==> src/include/mcel_pkg.sv <==
// Shared types, field layouts and register indices of the memory error logger
// Behaviour
// - Link status bits 15:0 hold bus-format code
// - Memory errors use their own bank group
// - Memory code is one, transaction, then channel
// - Control bit 1 enables extra memory logging
// - Parity faults coded 001H, 002H, 004H
// - Scrub/spare faults coded 008H to 040H
// - Status 36:32 keep first device info
// - Misc 13:9 keep second device info
// - Otherwise misc 13:9 keep parity info
// - Misc 29:14 keep first device mask
// - Misc 45:30 keep second device mask
// - Misc 50:46 keep first failing rank
// - Misc 55:51 keep second failing rank
// - Misc bit 62 flags first device logged
// - Misc bit 63 flags second device logged
`default_nettype none

package mcel_pkg;

    // Register indices on the model-specific register port
    localparam logic [7:0] MCEL_IDX_CTRL        = 8'h00;
    localparam logic [7:0] MCEL_IDX_LINK_STATUS = 8'h01;
    localparam logic [7:0] MCEL_IDX_MEM_BASE    = 8'h10;
    localparam int         MCEL_NUM_MEM_BANKS   = 4;
    localparam int         MCEL_BANK_IDX_W      = 3;

    // Reset values
    localparam logic [63:0] MCEL_REG_RESET = 64'h0000_0000_0000_0000;

    // Control register field
    localparam int MCEL_CTRL_EXT_LOG_BIT = 1;

    // Status register fields
    localparam int MCEL_CODE_LSB       = 0;
    localparam int MCEL_MODEL_LSB      = 16;
    localparam int MCEL_FIRST_INFO_LSB = 32;
    localparam logic [63:0] MCEL_LINK_STATUS_WMASK = 64'h0000_0000_0000_FFFF;
    localparam logic [63:0] MCEL_MEM_STATUS_WMASK  = 64'h0000_001F_FFFF_FFFF;

    // Miscellaneous register fields
    localparam int MCEL_SECOND_INFO_LSB = 9;
    localparam int MCEL_MASK1_LSB       = 14;
    localparam int MCEL_MASK2_LSB       = 30;
    localparam int MCEL_RANK1_LSB       = 46;
    localparam int MCEL_RANK2_LSB       = 51;
    localparam int MCEL_VALID1_BIT      = 62;
    localparam int MCEL_VALID2_BIT      = 63;
    localparam logic [63:0] MCEL_MISC_WMASK      = 64'hC0FF_FFFF_FFFF_FE00;
    localparam logic [63:0] MCEL_MISC_EXT_FIELDS = 64'hC0FF_FFFF_FFFF_C000;

    // Model-specific error codes of the memory banks
    localparam logic [15:0] MCEL_MC_ADDR_PARITY  = 16'h0001;
    localparam logic [15:0] MCEL_MC_WB_PARITY    = 16'h0002;
    localparam logic [15:0] MCEL_MC_BE_PARITY    = 16'h0004;
    localparam logic [15:0] MCEL_MC_CORR_SCRUB   = 16'h0008;
    localparam logic [15:0] MCEL_MC_UNCORR_SCRUB = 16'h0010;
    localparam logic [15:0] MCEL_MC_CORR_SPARE   = 16'h0020;
    localparam logic [15:0] MCEL_MC_UNCORR_SPARE = 16'h0040;
    localparam logic [15:0] MCEL_MC_NONE         = 16'h0000;

    // Kinds of memory controller fault
    typedef enum logic [2:0] {
        MCEL_K_ADDR_PARITY,
        MCEL_K_WB_DATA_PARITY,
        MCEL_K_BE_PARITY,
        MCEL_K_CORR_SCRUB,
        MCEL_K_UNCORR_SCRUB,
        MCEL_K_CORR_SPARE,
        MCEL_K_UNCORR_SPARE,
        MCEL_K_CORR_READ
    } mcel_mem_kind_t;

    // One memory controller fault report
    typedef struct packed {
        logic                       valid;
        logic [MCEL_BANK_IDX_W-1:0] bank;
        mcel_mem_kind_t             kind;
        logic [2:0]                 txn;
        logic [3:0]                 channel;
        logic [4:0]                 dev_info;
        logic [15:0]                mask;
        logic [4:0]                 rank;
        logic [4:0]                 parity_info;
    } mcel_mem_event_t;

    // One link fault report, bus-error subfields
    typedef struct packed {
        logic       valid;
        logic [1:0] participation;
        logic       timeout;
        logic [3:0] request;
        logic [1:0] mem_io;
        logic [1:0] level;
    } mcel_link_event_t;

    // Register port request
    typedef struct packed {
        logic        valid;
        logic        write;
        logic [7:0]  index;
        logic [63:0] wdata;
    } mcel_msr_req_t;

    // Register port answer
    typedef struct packed {
        logic        ack;
        logic        err;
        logic [63:0] rdata;
    } mcel_msr_rsp_t;

    // Model-specific code for a fault kind
    function automatic logic [15:0] mcel_model_code(input mcel_mem_kind_t kind);
        unique case (kind)
            MCEL_K_ADDR_PARITY:    return MCEL_MC_ADDR_PARITY;
            MCEL_K_WB_DATA_PARITY: return MCEL_MC_WB_PARITY;
            MCEL_K_BE_PARITY:      return MCEL_MC_BE_PARITY;
            MCEL_K_CORR_SCRUB:     return MCEL_MC_CORR_SCRUB;
            MCEL_K_UNCORR_SCRUB:   return MCEL_MC_UNCORR_SCRUB;
            MCEL_K_CORR_SPARE:     return MCEL_MC_CORR_SPARE;
            MCEL_K_UNCORR_SPARE:   return MCEL_MC_UNCORR_SPARE;
            MCEL_K_CORR_READ:      return MCEL_MC_NONE;
        endcase
    endfunction : mcel_model_code

endpackage : mcel_pkg

`default_nettype wire

==> src/hdl/mcel_error_logger.sv <==
// Memory controller and link machine-check error logger, register port and banks
`default_nettype none

module mcel_error_logger #(
    parameter int NUM_MEM_BANKS = mcel_pkg::MCEL_NUM_MEM_BANKS  // Memory banks in the group
) (
    input  wire logic                       clk,
    input  wire logic                       rst,
    input  wire mcel_pkg::mcel_msr_req_t    msr_req,
    input  wire mcel_pkg::mcel_mem_event_t  mem_evt,
    input  wire mcel_pkg::mcel_link_event_t link_evt,
    output var  mcel_pkg::mcel_msr_rsp_t    msr_rsp
);

    // ------------------------------------------------------------
    // Overview
    // ------------------------------------------------------------
    // Software reaches every register through one request port.
    // A request is taken in the cycle its valid bit is high.
    // The answer comes one cycle later and stands one cycle.
    // Link faults land in the link bank only.
    // Memory faults land in the memory bank picked by the bank
    // field, in none if no such bank exists, never in the link bank.
    // The control register steers how much a memory bank logs.

    // ------------------------------------------------------------
    // Control register
    // ------------------------------------------------------------

    // Only the extra-logging enable is implemented
    logic [63:0] ctrl_reg;

    // Extra logging enable, taken from the control register
    logic ext_log_en;

    // ------------------------------------------------------------
    // Request decode
    // ------------------------------------------------------------

    // Offset of the index from the memory bank base
    logic [7:0] mem_off;

    // Bank number and register select within the bank
    logic [6:0] mem_bank_sel;
    logic       mem_misc_sel;

    // Index falls in the control register
    logic hit_ctrl;

    // Index falls in the link status register
    logic hit_link;

    // Index falls in the memory bank range
    logic hit_mem;

    // Index maps to some register
    logic hit_any;

    // Write strobes, one cycle each
    logic wr_ctrl;
    logic wr_link;

    // ------------------------------------------------------------
    // Bank outputs
    // ------------------------------------------------------------

    // Link bank status
    logic [63:0] link_status;

    // Memory bank status and misc, one word each
    logic [63:0] mem_status [NUM_MEM_BANKS];
    logic [63:0] mem_misc   [NUM_MEM_BANKS];

    // Read data chosen from the decoded register
    logic [63:0] rd_next;

    // ------------------------------------------------------------
    // Decode
    // ------------------------------------------------------------

    // Extra logging follows control bit 1
    assign ext_log_en = ctrl_reg[mcel_pkg::MCEL_CTRL_EXT_LOG_BIT];

    // Distance from the first memory bank register
    assign mem_off = msr_req.index - mcel_pkg::MCEL_IDX_MEM_BASE;

    // Two registers per bank: even is status, odd is misc
    assign mem_bank_sel = mem_off[7:1];
    assign mem_misc_sel = mem_off[0];

    // Control register match
    assign hit_ctrl = (msr_req.index == mcel_pkg::MCEL_IDX_CTRL);

    // Link status match
    assign hit_link = (msr_req.index == mcel_pkg::MCEL_IDX_LINK_STATUS);

    // Memory range match; below the base wraps high and misses
    assign hit_mem = (msr_req.index >= mcel_pkg::MCEL_IDX_MEM_BASE) &&
                     (32'(mem_bank_sel) < 32'(NUM_MEM_BANKS));

    // Any known register
    assign hit_any = hit_ctrl || hit_link || hit_mem;

    // Write strobes for the registers held here and in the link bank
    assign wr_ctrl = msr_req.valid && msr_req.write && hit_ctrl;
    assign wr_link = msr_req.valid && msr_req.write && hit_link;

    // ------------------------------------------------------------
    // Control register update
    // ------------------------------------------------------------

    // Only bit 1 is writable; the others read as zero
    always_ff @(posedge clk or posedge rst) begin
        if (rst) begin
            // Extra logging off after reset
            ctrl_reg <= mcel_pkg::MCEL_REG_RESET;
        end else if (wr_ctrl) begin
            // Keep the enable bit, drop the rest
            ctrl_reg <= mcel_pkg::MCEL_REG_RESET;
            ctrl_reg[mcel_pkg::MCEL_CTRL_EXT_LOG_BIT] <=
                msr_req.wdata[mcel_pkg::MCEL_CTRL_EXT_LOG_BIT];
        end
    end

    // ------------------------------------------------------------
    // Link error bank
    // ------------------------------------------------------------

    // Link faults never touch the memory banks
    mcel_link_bank i_mcel_link_bank (
        .clk        (clk),
        .rst        (rst),
        .evt        (link_evt),
        .wr_status  (wr_link),
        .wdata      (msr_req.wdata),
        .status_reg (link_status)
    );

    // ------------------------------------------------------------
    // Memory controller error banks
    // ------------------------------------------------------------

    // One bank per memory channel group, separate from the link bank
    generate
        for (genvar b = 0; b < NUM_MEM_BANKS; b++) begin : g_mem_bank
            // This bank's own fault strobe
            logic evt_hit;

            // This bank's register write strobes
            logic wr_status;
            logic wr_misc;

            // Fault report addressed to this bank
            assign evt_hit = mem_evt.valid &&
                             (32'(mem_evt.bank) == b);

            // Status write: even register of this bank
            assign wr_status = msr_req.valid && msr_req.write && hit_mem &&
                               (32'(mem_bank_sel) == b) && !mem_misc_sel;

            // Misc write: odd register of this bank
            assign wr_misc = msr_req.valid && msr_req.write && hit_mem &&
                             (32'(mem_bank_sel) == b) && mem_misc_sel;

            // Bank logic
            mcel_mem_bank i_mcel_mem_bank (
                .clk        (clk),
                .rst        (rst),
                .ext_log_en (ext_log_en),
                .evt        (mem_evt),
                .evt_hit    (evt_hit),
                .wr_status  (wr_status),
                .wr_misc    (wr_misc),
                .wdata      (msr_req.wdata),
                .status_reg (mem_status[b]),
                .misc_reg   (mem_misc[b])
            );
        end
    endgenerate

    // ------------------------------------------------------------
    // Read data selection
    // ------------------------------------------------------------

    // Pick the addressed register; unmapped reads give zero
    always_comb begin
        rd_next = mcel_pkg::MCEL_REG_RESET;
        if (hit_ctrl) begin
            // Control register
            rd_next = ctrl_reg;
        end else if (hit_link) begin
            // Link status
            rd_next = link_status;
        end else if (hit_mem) begin
            // Memory bank status or misc
            for (int i = 0; i < NUM_MEM_BANKS; i++) begin
                if (32'(mem_bank_sel) == i) begin
                    rd_next = mem_misc_sel ? mem_misc[i] : mem_status[i];
                end
            end
        end
    end

    // ------------------------------------------------------------
    // Answer
    // ------------------------------------------------------------

    // Acknowledge every request a cycle later, flag unmapped ones
    always_ff @(posedge clk or posedge rst) begin
        if (rst) begin
            // Idle answer
            msr_rsp.ack   <= 1'b0;
            msr_rsp.err   <= 1'b0;
            msr_rsp.rdata <= mcel_pkg::MCEL_REG_RESET;
        end else begin
            // Pulse for one cycle per request
            msr_rsp.ack <= msr_req.valid;
            // Error only on an accepted request to no register
            msr_rsp.err <= msr_req.valid && !hit_any;
            if (msr_req.valid && !msr_req.write) begin
                // Read data for a read
                msr_rsp.rdata <= rd_next;
            end else begin
                // Writes and idle cycles return zero
                msr_rsp.rdata <= mcel_pkg::MCEL_REG_RESET;
            end
        end
    end

    // ------------------------------------------------------------
    // Notes for users
    // ------------------------------------------------------------
    // A fault report and a write to the same bank register in
    // one cycle: the fault wins and the write is lost, so a
    // clear never swallows a new fault.
    // Once both device slots of a bank are valid, further
    // corrected reads only refresh the status word; software
    // clears misc to open the slots again.
    // Turning extra logging off wipes the device masks, ranks and
    // valid bits on the next edge, but misc 13:9 keeps its value;
    // turning it back on starts from empty slots.
    // The second slot is meaningful only with bit 63 set.

endmodule : mcel_error_logger

`default_nettype wire

==> src/hdl/mcel_link_bank.sv <==
// One link error bank: status with the bus-format compound code
`default_nettype none

module mcel_link_bank (
    input  wire logic                       clk,
    input  wire logic                       rst,
    input  wire mcel_pkg::mcel_link_event_t evt,
    input  wire logic                       wr_status,
    input  wire logic [63:0]                wdata,
    output var  logic [63:0]                status_reg
);

    // Event overwrites the code; an event beats a write in the same cycle
    always_ff @(posedge clk or posedge rst) begin
        if (rst) begin
            status_reg <= mcel_pkg::MCEL_REG_RESET;
        end else if (evt.valid) begin
            // Pattern 1PPTRRRRIILL in bits 11:0, upper bits zero
            status_reg <= {48'h0000_0000_0000, 4'h0, 1'b1, evt.participation, evt.timeout,
                           evt.request, evt.mem_io, evt.level};
        end else if (wr_status) begin
            // Software may rewrite or clear the code
            status_reg <= wdata & mcel_pkg::MCEL_LINK_STATUS_WMASK;
        end
    end

endmodule : mcel_link_bank

`default_nettype wire

==> src/hdl/mcel_mem_bank.sv <==
// One memory controller error bank: status and miscellaneous registers
`default_nettype none

module mcel_mem_bank (
    input  wire logic                      clk,
    input  wire logic                      rst,
    input  wire logic                      ext_log_en,
    input  wire mcel_pkg::mcel_mem_event_t evt,
    input  wire logic                      evt_hit,
    input  wire logic                      wr_status,
    input  wire logic                      wr_misc,
    input  wire logic [63:0]               wdata,
    output var  logic [63:0]               status_reg,
    output var  logic [63:0]               misc_reg
);

    logic        corr_read;  // Corrected error seen on a normal read
    logic        par_wr;     // Write-buffer data or byte-enable parity
    logic [63:0] misc_next;  // Miscellaneous value before the clear

    assign corr_read = (evt.kind == mcel_pkg::MCEL_K_CORR_READ);
    assign par_wr    = (evt.kind == mcel_pkg::MCEL_K_WB_DATA_PARITY) ||
                       (evt.kind == mcel_pkg::MCEL_K_BE_PARITY);

    // Status capture; an event beats a software write in the same cycle
    always_ff @(posedge clk or posedge rst) begin
        if (rst) begin
            status_reg <= mcel_pkg::MCEL_REG_RESET;
        end else if (evt_hit) begin
            status_reg <= mcel_pkg::MCEL_REG_RESET;
            // Memory format 0000 0000 1MMM CCCC
            status_reg[15:0] <= {8'h00, 1'b1, evt.txn, evt.channel};
            status_reg[31:16] <= mcel_pkg::mcel_model_code(evt.kind);
            if (ext_log_en && corr_read) begin
                status_reg[36:32] <= evt.dev_info;
            end
        end else if (wr_status) begin
            status_reg <= wdata & mcel_pkg::MCEL_MEM_STATUS_WMASK;
        end
    end

    // Next miscellaneous value, first device slot before second
    always_comb begin
        misc_next = misc_reg;
        if (evt_hit) begin
            if (ext_log_en && corr_read) begin
                if (!misc_reg[mcel_pkg::MCEL_VALID1_BIT]) begin
                    misc_next[29:14] = evt.mask;
                    misc_next[50:46] = evt.rank;
                    misc_next[mcel_pkg::MCEL_VALID1_BIT] = 1'b1;
                end else if (!misc_reg[mcel_pkg::MCEL_VALID2_BIT]) begin
                    // Second slot only fills after the first is valid
                    misc_next[13:9] = evt.dev_info;
                    misc_next[45:30] = evt.mask;
                    misc_next[55:51] = evt.rank;
                    misc_next[mcel_pkg::MCEL_VALID2_BIT] = 1'b1;
                end
            end else if (!ext_log_en && par_wr) begin
                misc_next[13:9] = evt.parity_info;
            end
        end else if (wr_misc) begin
            misc_next = wdata & mcel_pkg::MCEL_MISC_WMASK;
        end
    end

    // Misc register; extra fields forced clear while logging is off
    always_ff @(posedge clk or posedge rst) begin
        if (rst) begin
            misc_reg <= mcel_pkg::MCEL_REG_RESET;
        end else if (!ext_log_en) begin
            misc_reg <= misc_next & ~mcel_pkg::MCEL_MISC_EXT_FIELDS;
        end else begin
            misc_reg <= misc_next;
        end
    end

endmodule : mcel_mem_bank

`default_nettype wire

==> config.mk <==
export PLATFORM = sky130hd
export DESIGN_NAME = mcel_error_logger
export DESIGN_NICKNAME = d
export VERILOG_FILES = /design/src/include/mcel_pkg.sv /design/src/hdl/mcel_error_logger.sv /design/src/hdl/mcel_link_bank.sv /design/src/hdl/mcel_mem_bank.sv
export SDC_FILE = /design/constraint.sdc
export NUM_CORES = 1
export LEC_CHECK = 0
export BUFFER_PORTS_ARGS = -buffer_cell sky130_fd_sc_hd__buf_2
export CORE_MARGIN = 5
export CORE_UTILIZATION = 50
export DETAILED_ROUTE_END_ITERATION = 8
export GPL_TIMING_DRIVEN = 0
export PLACE_DENSITY_LB_ADDON = 0.2
export SETUP_SLACK_MARGIN = 0.4
export SLEW_MARGIN = 30
export SYNTH_ARGS = -nofsm -noshare
export SYNTH_HDL_FRONTEND = slang
export SYNTH_SLANG_ARGS = --single-unit
==> constraint.sdc <==
create_clock -name clk -period 15.5 [get_ports clk]
set_input_delay 1.55 -clock clk [delete_from_list [all_inputs] [get_ports clk]]
set_output_delay 1.55 -clock clk [all_outputs]
set_load 0.005 [all_outputs]
==> Yosys cells after proc, flatten, opt, wreduce, memory -nomap -nowiden <==
Memories as Yosys holds them, arrays and structs flattened.
Cells that the tools add are included.
{ "word_totals": {"reg_bits": 643, "rom_bits": 224, "inputBits": 133, "latchBits": 0, "mem_count": 4, "output_inout_bits": 66, "ramBits": 0, "word_cells": 221} }
{ "memory_table": {"columns": ["name", "words", "word_bits", "rd", "rd_clocked_by_memory_dff", "write_ports", "line_no", "source"], "rows": [
  ["(name not given)", 8, 7, 1, 0, 0, "mcel_pkg.sv:115", "unique case (kind)"],
  ["(name not given)", 8, 7, 1, 0, 0, "mcel_pkg.sv:115", null],
  ["(name not given)", 8, 7, 1, 0, 0, "mcel_pkg.sv:115", null],
  ["(name not given)", 8, 7, 1, 0, 0, "mcel_pkg.sv:115", null]
]} }
{ "classes": {"n_mul": 0, "n_div": 0, "n_mux": 99, "n_addsub": 1, "n_shift": 0, "n_lt_le_gt_ge": 2, "eq_ne": 30, "bitwise": 0, "n_reduce_logical": 56} }
{ "ops": {"columns": ["operator", "count"], "rows": [
  ["$mux W64", 30],
  ["$mux W16", 12],
  ["$mux W47", 4],
  ["$mux W42", 4],
  ["$mux W5", 29],
  ["$mux W9", 4],
  ["$logic_and A1 B1 Y1", 25],
  ["$mux W6", 4],
  ["$ne A3 B2 Y1 const B", 8],
  ["$ne A3 B3 Y1 const B", 8],
  ["$reduce_and A3 Y1", 8],
  ["$mux W2", 8],
  ["$reduce_and A4 Y1", 4],
  ["$eq A7 B2 Y1 const B", 2],
  ["$ne A3 B1 Y1 const B", 4],
  ["$reduce_bool A2 Y1", 5],
  ["$eq A3 B2 Y1 const B", 3],
  ["$eq A8 B1 Y1 const B", 1],
  ["$ge A8 B5 Y1 const B", 1],
  ["$logic_not A8 Y1", 1],
  ["$reduce_and A2 Y1", 4],
  ["$sub A8 B5 Y8 const B", 1],
  ["$eq A7 B1 Y1 const B", 1],
  ["$logic_not A7 Y1", 1],
  ["other kinds (7)", 16]
]} }

==> Depth between registers and ports, before layout <==
{ "depth": {"word_depth": 10, "ltp_mapped": 11, "ltp_nobuf": 7} }

==> By module <==
From an unflattened synthesis, not the netlist that was laid out.
{ "hier_totals": {"hier_cells": 2357, "hier_area_um2": 25926.1} }
{ "by_module_without_submodules": {"columns": ["module", "area_per_inst_um2", "seq_area_each_um2", "n_inst", "cells_per_inst"], "rows": [
  ["mcel_mem_bank", 4610.7, 2152.1, 4, 424],
  ["mcel_error_logger", 6392.4, 1676.6, 1, 547],
  ["mcel_link_bank", 1091.0, 400.4, 1, 114]
]} }

==> Worst setup path after synthesis <==
OpenSTA, ideal clock, no wires.
{ "synth_path": {"kind": "input -> register", "start": "input port msr_req[68] (netlist bit)", "end": "register g_mem_bank[0].i_mcel_mem_bank.misc_reg[30]", "required_ns": 15.372, "path_buffers": 3, "arrival_ns": 3.746, "cell_stages": 10, "setup_slack_ns": 11.627, "setup_time_ns": 0.128, "path_cell_list": "buf_2 > inv_1 > ha_1 > or2_1 > o21a_1 > buf_2 > a2111oi_4 > nor2_2 > buf_2 > mux2_1"} }
{ "synth_via": {"elab_chain_cells": 8, "elab_cells_between_ends": 10, "cone_classes": "1 x add/sub; 2 x order compare; 1 x eq/ne; 6 x reduce/logical"} }
{ "synth_rtl": {"columns": ["element", "line_no", "source"], "rows": [
  ["start: declaration", "mcel_error_logger.sv:9", "input wire mcel_pkg::mcel_msr_req_t msr_req,"],
  ["$sub A8 B5 Y8", "mcel_error_logger.sv:85", "assign mem_off = msr_req.index - mcel_pkg::MCEL_IDX_MEM_BASE;"],
  ["$lt A7 B3 Y1", "mcel_error_logger.sv:99", "(32'(mem_bank_sel) < 32'(NUM_MEM_BANKS));"],
  ["$logic_and A1 B1 Y1", "mcel_error_logger.sv:98", "assign hit_mem = (msr_req.index >= mcel_pkg::MCEL_IDX_MEM_BASE) &&"],
  ["$logic_and A1 B1 Y1", "mcel_error_logger.sv:162", "assign wr_misc = msr_req.valid && msr_req.write && hit_mem &&"],
  ["$logic_and A1 B1 Y1 *", "mcel_error_logger.sv:162", null],
  ["$logic_and A1 B1 Y1 *", "mcel_error_logger.sv:163", "(32'(mem_bank_sel) == b) && mem_misc_sel;"],
  ["$ne A3 B1 Y1 (no line) *", null, null],
  ["$reduce_and A4 Y1 (no line) *", null, null],
  ["end signal: assignment", "mcel_mem_bank.sv:69", "misc_reg <= mcel_pkg::MCEL_REG_RESET;"],
  ["end signal: assignment", "mcel_mem_bank.sv:71", "misc_reg <= misc_next & ~mcel_pkg::MCEL_MISC_EXT_FIELDS;"],
  ["end signal: assignment", "mcel_mem_bank.sv:73", "misc_reg <= misc_next;"],
  ["end: declaration", "mcel_mem_bank.sv:14", "output var logic [63:0] misc_reg"]
]} }
Mark *: on every way between the ends. The rest lies on a longest branch, timed or not.
A chain may end at the register's enable or synchronous reset.

==> Worst setup path after layout <==
{ "layout_path": {"start": "input port msr_req[68] (netlist bit)", "end": "register g_mem_bank[2].i_mcel_mem_bank.status_reg[19]"} }
{ "layout_via": {"elab_chain_cells": 7, "elab_cells_between_ends": 9, "cone_classes": "1 x add/sub; 2 x order compare; 1 x eq/ne; 5 x reduce/logical"} }
{ "layout_rtl": {"columns": ["element", "line_no", "source"], "rows": [
  ["$sub A8 B5 Y8", "mcel_error_logger.sv:85", null],
  ["$lt A7 B3 Y1", "mcel_error_logger.sv:99", null],
  ["$logic_and A1 B1 Y1", "mcel_error_logger.sv:98", null],
  ["$logic_and A1 B1 Y1", "mcel_error_logger.sv:158", "assign wr_status = msr_req.valid && msr_req.write && hit_mem &&"],
  ["$logic_and A1 B1 Y1 *", "mcel_error_logger.sv:158", null],
  ["$logic_and A1 B1 Y1 *", "mcel_error_logger.sv:159", "(32'(mem_bank_sel) == b) && !mem_misc_sel;"],
  ["$reduce_bool A2 Y1 (no line) *", null, null],
  ["end signal: assignment", "mcel_mem_bank.sv:28", "status_reg <= mcel_pkg::MCEL_REG_RESET;"],
  ["end signal: assignment", "mcel_mem_bank.sv:30", "status_reg <= mcel_pkg::MCEL_REG_RESET;"],
  ["end signal: assignment", "mcel_mem_bank.sv:33", "status_reg[31:16] <= mcel_pkg::mcel_model_code(evt.kind);"],
  ["end: declaration", "mcel_mem_bank.sv:13", "output var logic [63:0] status_reg,"]
]} }
Marked as above.

==> run metrics <==
Tot GR Track Use 34.0%; setup repair after global routing missed its margin false; starting utilization of the core area between 50% and 60%; number of buffers inserted by hold repair at cts 0; count of boundary I/O pins 199; launching element type of the critical path primary input; required time worst endpoint ~16 ns; HPWL reported at the end of detailed placement 62.4 mm; average wire length per cell after detail routing between 20 and 30 um; commonest cells in the netlist 648 x nand2_1, 421 x dfrtp_1, 324 x a21oi_1, 160 x mux2_2, 137 x clkbuf_1; die outline width 221 um; root buffer cell clkbuf_16; Seq/Total Area, Yosys 47.4%; count of endpoints failing hold in the final timing report 0; final count of pins violating max slew 0; clock buffer count from CTS 46; Fin Clk Skew 0.0197 ns; Avg Cell Area, Syn 9.25 um2; post-synthesis simple-gate area fraction 16.3%; Routed Antenna Nets 0; number of synthesized register bits 421; initial antenna violation count 1; Pre-Repair DR Iteration Count 9; share of the synthesized area in compound gates (AO/OA/AOI/OAI) 15.3%; fraction of the mapped netlist area in adder cells 0.169%; Std-Cell Rows 77; Unique masters post-synth 70; biggest area consumer among synthesized cells dfrtp_1; dominant combinational cell family by area after synthesis simple AND/OR/NAND/NOR gates; Fmax achieved 226 MHz; Synth async-reset ratio 100%; number of instances in the synthesized netlist 2404; routability congestion estimate 0.991; most common cell in the synthesized netlist nand2_1; first-pass GRT wire length 128 mm; Area Growth Syn to Fin 14.1%; warnings from Yosys 0; layout cells sized above 1 roughly a fifth; grt ovf 0; remaining routing DRC violations 3; total number of vias 20400; static leakage between 10 and 15 nW; CP most frequent cell buf_2; Post-Route Hold Slack 0.490 ns; max FFs per register 196; post-CTS clock slew at the launch and capture registers of the worst setup and hold paths 0.06 ns; count of routing violations after the opening detailed-route iteration 2964; violated checks design-rule violations; number of global-route vias before repair 20600; synthesized-area fraction occupied by xor and xnor cells 0.0394%; dominant register cell in the synthesized netlist dfrtp_1; relative slew slack between 20% and 30%; critical path cell sequence buf_2, buf_2, inv_1, ha_1, nor2b_1, and2_1, clkbuf_1, o2111a_1, buf_2, clkbuf_1, nand2_1, a31oi_1; post-cts resize count 0; worst-path fanout max 10; Final min period ~4.4 ns; Hold Path Class register to register; CTS tree built; maximum VDD drop 80.0 uV; category of the worst setup path capture point register; Critical Setup Path Class primary input to register; reported max-cap violation count 0; number of placed cells counting well taps 3156; deepest clock path buffer count 3; Sinks on Clock Net about 420; number of enable flip-flop cells after synthesis 0; Power Density slightly above 100 mW/mm2; number of buffers inserted by post-CTS setup repair 0; Area contributors post-synth dfrtp_1 47%, nand2_1 11%, mux2_2 8.1%; pin count of the biggest net entering global routing 93; Least-Margin Pin Slew 1.08 ns; Port-buffer cells about 150; arrival time at the worst endpoint 4.94 ns; Final Routed Wirelength approximately 85 mm; multiplexer share of the synthesized area 16.2%; Crit path largest cell delay 0.66 ns; setup-violating endpoint count in the final report 0; status finished, violations left; total die area between 0.04 and 0.05 mm2; Vias/cell between 6 and 7; Clock Latency Late Sink 0.60 ns; share of the clock period used by the worst path after layout around 29%; layout net count 2750; post-synthesis instance area 0.0222 mm2; # H-tree levels 2; highest-delay cell along the critical path clkbuf_1; share of Yosys cell area claimed by the top area cell type 47.4%; number of non-filler instances in the completed layout 3241; core area 0.0441 mm2; overall die height 221 um
[power by group]
group | internal, mW | switching [mW]
Combinational | 0.100 | 0.179
Sequential | 1.16 | 0.0388
Clock | 0.637 | 0.474
Total | 1.90 | 0.692
[cells by family after synthesis]
family	count (synthesis)
simple gates	869
compound gates	560
flops	421
mux	319
buf+inv	230
fa+ha+maj	3
other cells	1
xor+xnor	1
[stage by stage]
stage	setup WS (ns)	utilization (%)	area, um2	TNS (ns)	power [mW]
CTS	11.19	57.4	25300	0	2.59
floorplan	2.23	-	22200	0	1.38
detailed placement	10.61	54.1	23900	0	1.49
global placement	-2.41	53.8	23700	-995.55	1.48
finish	11.08	57.5	25400	0	2.59
global route	10.91	57.5	25400	0	2.67
[metal layers]
layer	track usage [%]	up-vias	share of wire, %
met5	0	-	0
met4	14.6	0	4.9
met3	10.2	271	12
met2	50.7	1329	43
met1	46.3	10000	40
li1	-	8776	-
[worst paths after layout]
path | depth (start not counted) | end | from | slack (ns)
setup / recovery | 12 | g_mem_bank[2].i_mcel_mem_bank.status_reg[19]$_DFFE_PP0P_ | msr_req[68] | 11.08
hold / removal | 1 | g_mem_bank[2].i_mcel_mem_bank.misc_reg[30]$_DFFE_PP0P_ | g_mem_bank[2].i_mcel_mem_bank.misc_reg[30]$_DFFE_PP0P_ | 0.49
setup reg to reg | 6 | g_mem_bank[0].i_mcel_mem_bank.misc_reg[9]$_DFFE_PP0P_ | ctrl_reg[1]$_DFFE_PP0P_ | 12.81
hold reg to reg | 1 | g_mem_bank[2].i_mcel_mem_bank.misc_reg[30]$_DFFE_PP0P_ | g_mem_bank[2].i_mcel_mem_bank.misc_reg[30]$_DFFE_PP0P_ | 0.49
max in group asynchronous | 4 | msr_rsp[39]$_DFF_PP0_ | rst | 13.09
min in group asynchronous | 2 | msr_rsp[65]$_DFF_PP0_ | rst | 1.03
[placed cells by master (no fill, tap or decap), drive strengths merged, types with 3 or more instances in the layout]
master,count
nand2,648
dfrtp,421
a21oi,324
buf,242
mux2,231
clkbuf,207
nor2,114
mux2i,87
a31oi,79
o21ai,55
a222oi,28
o22ai,28
nor2b,14
nor3,14
and3,12
nor4,10
nand4,9
inv,9
and2,8
a221oi,8
nand3,8
clkinv,8
a311oi,7
o2111ai,7
conb,6
a2111oi,5
a211oi,5
nor4b,5
nand4bb,3
and3b,3
nor4bb,3
nor3b,3
nand3b,3
nand2b,3
ha,3
bufinv,3
[critical path, delay by kind of cell]
family / cells / cell delay [ns]
buffers and inverters: 6 / 1.74
AO/OA/AOI/OAI: 2 / 0.44
AND/OR/NAND/NOR: 3 / 0.84
adder cells (fa/ha/maj): 1 / 0.35
[area by class of cell]
class,instances,area (um2)
buffer,222,1010
clock buffer,70,1320
antenna,1,2.50
multi-input combinational,1758,10700
timing repair buffer,157,881
inverter,8,37.5
fill,4013,18800
clock inverter,12,154
tap,592,741
sequential,421,10500
(Power assumes the default switching activity.)
